--- src/shared/usart_hs_defines.svh ---
// usart_hs_defines.svh: timing ratio, default character length and reset values.
// assumes inclusion by bare name from design files.
`ifndef USART_HS_DEFINES_SVH
`define USART_HS_DEFINES_SVH
`define CLK_RATIO_MIN 4'h9
`define CHAR_LEN_DEFAULT 4'h8
`define ERR_COUNT_READ 8'h00
`define RTS_IDLE_LEVEL 1'b0
`endif

--- src/shared/usart_hs_pkg.sv ---
// usart_hs_pkg: types shared by the serial block and its shift receiver.
// assumes no other package.
`default_nettype none
package usart_hs_pkg;
  typedef enum logic [1:0] {MODE_NORMAL, MODE_HANDSHAKE, MODE_SPI_SLAVE,
                            MODE_ISO_T1} mode_t;
  typedef struct packed {
    logic flow_stop_command;
    logic flow_resume_command;
    logic rx_soft_reset;
    logic rx_enable;
  } command_t;
  typedef struct packed {
    logic [7:0] data;
    logic valid;
    logic overlen;
  } rx_word_t;
endpackage
`default_nettype wire

--- src/hdl/usart_shift_rx.sv ---
// usart_shift_rx: spi slave shift receiver on sampled pins.
// assumes pins already synchronised by the caller.
`timescale 1ns/1ps
`default_nettype none
module usart_shift_rx (
  // clock and reset
  input wire logic sys_clk,
  input wire logic sys_rst,
  // control
  input wire logic enable,
  input wire logic [3:0] char_len,
  // sampled pins
  input wire logic sck_rise,
  input wire logic cs_active,
  input wire logic mosi,
  // result
  output var usart_hs_pkg::rx_word_t word
);
  logic [7:0] shift_reg, shift_next;
  logic [4:0] cnt_reg, cnt_next;
  logic was_cs_reg, was_cs_next;
  usart_hs_pkg::rx_word_t word_reg, word_next;

  // count bits per frame; frame end reports length check
  always_comb begin
    shift_next = shift_reg;
    cnt_next = cnt_reg;
    was_cs_next = cs_active;
    word_next = word_reg;
    word_next.valid = 1'b0;
    if (enable && cs_active && sck_rise) begin
      shift_next = {shift_reg[6:0], mosi};
      if (cnt_reg != 5'h1f) cnt_next = cnt_reg + 5'h01;
    end
    if (was_cs_reg && !cs_active) begin
      // too many bits flags an error
      word_next.valid = enable && (cnt_reg != 5'h00);
      word_next.data = shift_reg;
      word_next.overlen = cnt_reg > {1'b0, char_len};
      cnt_next = 5'h00;
    end
  end

  always_ff @(posedge sys_clk) begin
    if (sys_rst) begin
      shift_reg <= 8'h00;
      cnt_reg <= 5'h00;
      was_cs_reg <= 1'b0;
      word_reg <= '0;
    end else begin
      shift_reg <= shift_next;
      cnt_reg <= cnt_next;
      was_cs_reg <= was_cs_next;
      word_reg <= word_next;
    end
  end
  assign word = word_reg;
endmodule
`default_nettype wire

--- src/hdl/usart_handshake_iso_sync_slave.sv ---
// usart_handshake_iso_sync_slave: flow control, spi slave error, iso state.
// assumes sys_clk at 100 MHz; pins arrive asynchronously.
// assumes commands are one-cycle pulses from logic on sys_clk.
// Functional notes
// - handshake mode: rts stays low on full
// - flow stop command drives rts high
// - flow resume command drives rts low
// - spi slave overlength frame flags error
// - after overlength, later receptions corrupted
// - iso error count always reads zero
// - t1 receiver dies after tx; reset
`timescale 1ns/1ps
`default_nettype none
`include "usart_hs_defines.svh"
module usart_handshake_iso_sync_slave (
  // clock and reset
  input wire logic sys_clk,
  input wire logic sys_rst,
  // configuration and commands
  input wire usart_hs_pkg::mode_t mode_config_reg,
  input wire usart_hs_pkg::command_t command_reg,
  input wire logic [3:0] char_len,
  // dma side
  input wire logic dma_rx_full,
  // line pins
  input wire logic sck_pin,
  input wire logic cs_n_pin,
  input wire logic mosi_pin,
  input wire logic iso_tx_done,
  // outputs
  output logic rts_out,
  output logic spi_error,
  output logic rx_valid,
  output logic [7:0] rx_data,
  output logic iso_rx_dead,
  output logic [7:0] iso_error_count_reg
);
  logic [2:0] sck_s, cs_s, mosi_s; // three-stage synchronisers
  logic sck_q_reg; // last agreed sck level
  logic sck_q_next; // agreed level, or the old one while stages differ
  logic rts_reg, rts_next; // high asks the peer to stop sending
  logic err_reg, err_next; // sticky overlength flag
  logic poison_reg, poison_next; // sticks after an overlength frame
  logic dead_reg, dead_next; // t1 receiver out of service
  logic vld_reg, vld_next; // one-cycle word strobe
  logic [7:0] data_reg, data_next; // last word handed out
  logic sck_rise; // one-cycle pulse on an agreed rising sck
  logic cs_active; // select agreed low
  usart_hs_pkg::rx_word_t word; // frame result from the shift receiver

  // t1 decode is needed by the next-state logic and by two checks
  function automatic logic t1_mode(input usart_hs_pkg::mode_t m);
    return m == usart_hs_pkg::MODE_ISO_T1;
  endfunction

  // pins: sck and select changes count when stages two and three agree
  always_ff @(posedge sys_clk) begin
    if (sys_rst) begin
      sck_s <= 3'h0;
      cs_s <= 3'h7;
      mosi_s <= 3'h0;
      sck_q_reg <= 1'b0;
    end else begin
      sck_s <= {sck_s[1:0], sck_pin};
      cs_s <= {cs_s[1:0], cs_n_pin};
      mosi_s <= {mosi_s[1:0], mosi_pin};
      sck_q_reg <= sck_q_next;
    end
  end
  // hold the last agreed level while the stages still disagree
  assign sck_q_next = (sck_s[1] == sck_s[2]) ? sck_s[2] : sck_q_reg;
  // edge detection relies on peer clock slow enough
  assign sck_rise = (sck_s[1] == sck_s[2]) && sck_s[2] && !sck_q_reg;
  assign cs_active = (cs_s[1] == cs_s[2]) && !cs_s[2];

  usart_shift_rx u_rx (
    .sys_clk(sys_clk),
    .sys_rst(sys_rst),
    .enable(mode_config_reg == usart_hs_pkg::MODE_SPI_SLAVE),
    .char_len(char_len),
    .sck_rise(sck_rise),
    .cs_active(cs_active),
    .mosi(mosi_s[2]),
    .word(word)
  );

  // next state for flow control, errors and receive path
  always_comb begin
    rts_next = rts_reg;
    // stop wins when both commands arrive in one cycle
    // dma full ignored in handshake mode: defect kept
    if (command_reg.flow_stop_command) rts_next = 1'b1;
    else if (command_reg.flow_resume_command)
      rts_next = `RTS_IDLE_LEVEL;
    // receive path: word, error flag and corruption state
    err_next = err_reg;
    poison_next = poison_reg;
    vld_next = 1'b0;
    data_next = data_reg;
    if (word.valid) begin
      vld_next = 1'b1;
      // later frames come out inverted once poisoned
      data_next = poison_reg ? ~word.data : word.data;
      if (word.overlen) begin
        err_next = 1'b1;
        poison_next = 1'b1;
      end
    end
    if (command_reg.rx_soft_reset && !(word.valid && word.overlen))
      err_next = 1'b0; // soft reset clears the flag, not the poison
    // t1 receiver: a finished transmission kills it and wins over reset
    dead_next = dead_reg;
    if (t1_mode(mode_config_reg) && iso_tx_done)
      dead_next = 1'b1;
    else if (command_reg.rx_soft_reset)
      dead_next = 1'b0;
  end

  // register flow, error, iso and receive state
  always_ff @(posedge sys_clk) begin
    if (sys_rst) begin
      rts_reg <= `RTS_IDLE_LEVEL;
      err_reg <= 1'b0;
      poison_reg <= 1'b0;
      dead_reg <= 1'b0;
      vld_reg <= 1'b0;
      data_reg <= 8'h00;
      iso_error_count_reg <= `ERR_COUNT_READ;
    end else begin
      rts_reg <= rts_next;
      err_reg <= err_next;
      poison_reg <= poison_next;
      dead_reg <= dead_next;
      vld_reg <= vld_next;
      data_reg <= data_next;
      iso_error_count_reg <= `ERR_COUNT_READ;
    end
  end
  // outputs come straight from the registers
  assign rts_out = rts_reg;
  assign spi_error = err_reg;
  assign rx_valid = vld_reg;
  assign rx_data = data_reg;
  assign iso_rx_dead = dead_reg;
endmodule
`default_nettype wire

--- config.mk ---
export PLATFORM = sky130hd
export DESIGN_NAME = usart_handshake_iso_sync_slave
export DESIGN_NICKNAME = d
export VERILOG_FILES = /design/src/shared/usart_hs_pkg.sv /design/src/hdl/usart_shift_rx.sv /design/src/hdl/usart_handshake_iso_sync_slave.sv
export VERILOG_INCLUDE_DIRS = /design/src /design/src/shared
export SDC_FILE = /design/constraint.sdc
export NUM_CORES = 1
export LEC_CHECK = 0
export ABC_CLOCK_PERIOD_IN_PS = 5750
export BUFFER_PORTS_ARGS = -buffer_cell sky130_fd_sc_hd__buf_2
export CAP_MARGIN = 25
export CORE_MARGIN = 3
export CORE_UTILIZATION = 35
export CTS_CLUSTER_DIAMETER = 80
export CTS_CLUSTER_SIZE = 24
export DETAILED_ROUTE_END_ITERATION = 8
export SETUP_SLACK_MARGIN = 0.02
export SYNTH_ARGS = -nofsm -noshare
export SYNTH_HDL_FRONTEND = slang
export SYNTH_SLANG_ARGS = --single-unit
--- constraint.sdc ---
create_clock -name sys_clk -period 5.75 [get_ports sys_clk]
set_input_delay 1.725 -clock sys_clk [delete_from_list [all_inputs] [get_ports sys_clk]]
set_output_delay 1.725 -clock sys_clk [all_outputs]
set_load 0.03 [all_outputs]
# Word level (Yosys, flattened, before mapping)

Cells that the tools add are included.

Register bits after elaboration: 47
Bits of input ports: 17
Output and inout port bits: 20
Word-level logic and storage cells: 53

Add/sub/neg operators: 1
Magnitude comparators: 1
Eq/ne operators: 5
Multiplexer cells: 6
Bitwise operators: 2
Reductions and logical operators: 22

Operators by type and width:

| kind                                         | number |
|---|---|
| logical AND 1 bit                            | 10 |
| 2-to-1 mux 8 bit                             | 1 |
| NOT 8 bit                                    | 1 |
| OR reduction 2 bit                           | 3 |
| adder 5 x 1 -> 5 bit, second input constant  | 1 |
| greater-than comparator 5 x 4 -> 1 bit       | 1 |
| 2-to-1 mux 1 bit                             | 5 |
| inequality test 5 bit, second input constant | 1 |
| nonzero test 5 bit                           | 1 |
| equality test 2 bit, second input constant   | 2 |
| logical NOT 1 bit                            | 4 |
| AND reduction 2 bit                          | 2 |
| nonzero test 2 bit                           | 2 |
| equality test 1 bit                          | 2 |
| NOT 1 bit                                    | 1 |

# Longest topological paths before layout

Depth in word-level cells: 6
Depth in mapped cells: 7

# Modules after synthesis

Synthesis repeated with hierarchy kept, for this count alone.

Cells, all modules: 194
Area, all modules: 1884.3 um2

By module, submodules not included:

| module                         | times used | cells an instance | area each (um2) | sequential area each (um2) |
|---|---|---|---|---|
| usart_shift_rx                 | 1          | 106               | 1006.0          | 480.5 |
| usart_handshake_iso_sync_slave | 1          | 88                | 878.3           | 460.4 |

# Least setup slack after synthesis

OpenSTA, ideal clock, no wires.

Path kind: in2reg
Start: input mode_config_reg[0]
End: register u_rx.cnt_reg[3]
Library setup time: 70 ps
Data arrival time: 2808 ps
Required time: 5680 ps
Setup slack: 2872 ps
Cell stages on the path: 4
Cells stage by stage: or3b_1 > buf_1 > or4_1 > a21oi_1

Longest elaborated chain between the ends: 4

Ends and longest elaborated chain:

| item                            | RTL line                             | RTL |
|---|---|---|
| start: declaration              | usart_handshake_iso_sync_slave.sv:20 | `input wire usart_hs_pkg::mode_t mode_config_reg,` |
| equality test 2 bit             | usart_handshake_iso_sync_slave.sv:79 | `.enable(mode_config_reg == usart_hs_pkg::MODE_SPI_SLAVE),` |
| logical AND 1 bit (2 in series) | usart_shift_rx.sv:31                 | `if (enable && cs_active && sck_rise) begin` |
| AND reduction 2 bit (no line)   | --                                   |  |
| end signal: assignment          | usart_shift_rx.sv:52                 | `cnt_reg <= cnt_next;` |
| end: declaration                | usart_shift_rx.sv:20                 | `logic [4:0] cnt_reg, cnt_next;` |

No other way between the ends.
A chain may end at the register's enable or synchronous reset.

# Worst setup path after layout

Same ends and word-level chain as after synthesis.

==> results.sh <==
export IMPL_wl_met1_um=1494
export IMPL_hold_depth=1
export IMPL_num_io_pins=37
export IMPL_diodes=0
export IMPL_period_needed_ns=2.730
export IMPL_grt_pass1_wl_um=5520
export IMPL_io_buffer_count=26
export IMPL_wl_um=3167
export IMPL_postCtsSetupBuffers=0
export IMPL_cp_arrival_ns=2.96
export IMPL_dieArea_um2=6319
export IMPL_clock_power_share_pct=40.5
export IMPL_synth_cell_types=33
export IMPL_synth_area_mux_share_pct=0.5295
export IMPL_syn_instance_count=198
export IMPL_grt_pass1_vias=1249
export IMPL_reg2reg_from="u_rx.cnt_reg[1]$_SDFFE_PP0P_"
export IMPL_area_delta_synth_final_pct=13.77
export IMPL_drt_iter0_markers=35
export IMPL_grtUsageTotal_pct=11.08
export IMPL_clk_latency_ns=0.30
export IMPL_comb_power_share_pct=4.9
export IMPL_postLayoutCoreUtil_pct=41.58
export IMPL_p_leak_nw=0.8249
export IMPL_initial_core_util_pct=36.55
export IMPL_drc=0
export IMPL_p_int_mw=0.4684
export IMPL_largest_reg_flops=10
export IMPL_synth_compound_area_share_pct=16.28
export IMPL_drv_slew=0
export IMPL_synth_simple_area_share_pct=17.21
export IMPL_fin_area_um2=2151
export IMPL_cts_buffers=5
export IMPL_worst_slew_pin_slew_ns=0.6143
export IMPL_fp_coreArea_um2=5172
export IMPL_tns_ns=0
export IMPL_syn_area_per_cell_um2=9.548
export IMPL_power_density_nw_per_um2=280.9
export IMPL_layout_drive_gt1_share_pct=18.18
export IMPL_top_layer="met4"
export IMPL_slew_headroom_pct=58.96
export IMPL_die_w_um=79.50
export IMPL_grt_ovfl_total=0
export IMPL_cts_hold_buf=0
export IMPL_reg2reg_depth=6
export IMPL_hpwl_um=2216
export IMPL_rsz0062_at_grt="no"
export IMPL_synth_xor_area_share_pct=3.706
export IMPL_fin_nets=244
export IMPL_cp_start_kind="input port"
export IMPL_fmax_mhz=366.3
export IMPL_routed_via_density=4.662
export IMPL_h_tree_depth=2
export IMPL_wl_per_cell_um=10.92
export IMPL_status="finished, final reports clean"
export IMPL_ys_warn_count=0
export IMPL_yosysTopAreaCell="dfxtp_1"
export IMPL_cts_resized=0
export IMPL_multi_input_area_um2=843.3
export IMPL_hold_viol_final=0
export IMPL_swShare_pct=22.48
export IMPL_vias=1352
export IMPL_switching_power_mw=0.1359
export IMPL_cts_clk_slew_worst_paths_ns=0.09
export IMPL_grt_max_degree=37
export IMPL_fin_crit_sh_pct=47.48
export IMPL_cp_required_ns=5.98
export IMPL_ys_seq_area_share_pct=49.77
export IMPL_seq_area_um2=940.9
export IMPL_ys_seq_elements=47
export IMPL_peakVddDrop_mv=0.1173
export IMPL_fp_row_count=26
export IMPL_ys_top_cells_by_area="dfxtp_1 (50%), ha_1 (5.3%), a21oi_1 (4.5%)"
export IMPL_min_path_type="reg2reg"
export IMPL_die_h_um=79.50
export IMPL_wl_met3_um=181
export IMPL_tritoncts="done"
export IMPL_post_dp_cell_area_um2=2036
export IMPL_min_delay_start="cs_s[0]$_SDFF_PP1_"
export IMPL_cap_violations=0
export IMPL_p_seq_share_pct=54.6
export IMPL_crit_fanout=7
export IMPL_crit_path_start="mode_config_reg[0]"
export IMPL_wl_met2_um=1434
export IMPL_synthDominantCellAreaShare_pct=49.77
export IMPL_routabilityCongestion=0.6923
export IMPL_critPathKind="in2reg"
export IMPL_cts_buffer_depth=2
export IMPL_synthAdderAreaFrac_pct=5.295
export IMPL_nFillCells=511
export IMPL_antenna_found_initial=0
export IMPL_final_cell_mix="dfxtp_1 (47), buf_2 (26), a21oi_1 (17), nand3_1 (15), nor2_1 (12)"
export IMPL_fin_skew_ns=0.01583
export IMPL_drt_first_pass_iters=4
export IMPL_cts_sinks=47
export IMPL_syn_area_um2=1891
export IMPL_cts_root_buf="clkbuf_8"
export IMPL_setup_viol=0
export IMPL_synth_top_family_by_area="simple AND/OR/NAND/NOR gates"
export IMPL_ant_nets=0
export IMPL_endpoint_kind="flop"
export IMPL_final_common_cell="dfxtp_1"
==> cells in the mapped netlist <==
| library cell | count |
|---|---|
| o31ai_1 | 2 |
| a22o_1 | 8 |
| or2_2 | 4 |
| buf_1 | 2 |
| a32o_1 | 1 |
| nand4_1 | 1 |
| or4b_4 | 1 |
| a21oi_1 | 17 |
| nand2b_1 | 4 |
| nand3_1 | 15 |
| o21ai_1 | 5 |
| nor4_1 | 1 |
| buf_4 | 8 |
| ha_1 | 8 |
| nand2_1 | 1 |
| or4_1 | 2 |
| nand4b_1 | 1 |
| nor3b_1 | 1 |
| a211oi_1 | 9 |
| nor2b_1 | 9 |
| and3_1 | 1 |
| o21ai_0 | 7 |
| nor2_1 | 12 |
| conb_1 | 1 |
| clkbuf_1 | 9 |
| nor4b_1 | 2 |
| clkbuf_2 | 1 |
| mux2i_1 | 1 |
| xnor2_1 | 8 |
| dfxtp_1 | 47 |
| nor3_1 | 1 |
| or3b_1 | 1 |
| inv_1 | 7 |
==> area by class of cell <==
| type | instances | share of cell area, % |
|---|---|---|
| tap | 70 | 4.072 |
| timing repair buffer | 27 | 6.399 |
| inverter | 7 | 1.222 |
| clock buffer | 5 | 3.200 |
| sequential | 47 | 43.75 |
| multi-input combinational | 131 | 39.21 |
| clock inverter | 3 | 2.152 |
==> final timing paths <==
| path | to | slack (ns) |
|---|---|---|
| min reg2reg | cs_s[1]$_SDFF_PP1_ | 0.41 |
| min | cs_s[1]$_SDFF_PP1_ | 0.41 |
| max reg2reg | u_rx.cnt_reg[3]$_SDFFE_PP0P_ | 3.65 |
| max | u_rx.cnt_reg[3]$_SDFFE_PP0P_ | 3.02 |
==> kinds of logic after synthesis <==
group                      count (synthesis)
AOI/OAI and AO/OA                         49
xor gates and xnor gates                   8
adders and majority gates                  8
buffers and inverters                     27
DFF                                       47
muxes                                      1
other                                      1
and+or+nand+nor                           57
==> per-stage QoR <==
stage	setup slack [ns]	instances	power, mW	hold WS, ns
after floorplan	2.872	205	0.3634	0.3895
after CTS	3.049	290	0.6129	0.4155
final	3.020	290	0.6042	0.4126
after global routing	2.983	290	0.6275	0.4279
after global placement	2.730	282	0.3670	0.3906
after detailed placement	2.735	282	0.3674	0.3961
==> power groups by stage <==
stage	Combinational [mW]	Clock [mW]	Sequential [mW]
3_3_place_gp	0.0294	0	0.338
6_report	0.0296	0.245	0.330
2_1_floorplan	0.0246	0	0.339
3_5_place_dp	0.0297	0	0.338
5_1_grt	0.0330	0.264	0.330
4_1_cts	0.0298	0.253	0.330
==> routing by layer <==
metal	global-route usage, %	vias up
li1	-	719
met1	12.73	598
met2	18.11	30
met3	3.499	5
met4	6.186	0
met5	0	-
==> worst max-delay path, stage by stage <==
cell,delay (ns)
buf_2,0.12
or3b_1,0.48
or4_1,0.49
a21oi_1,0.14
Power figures use the tool's default switching activity.
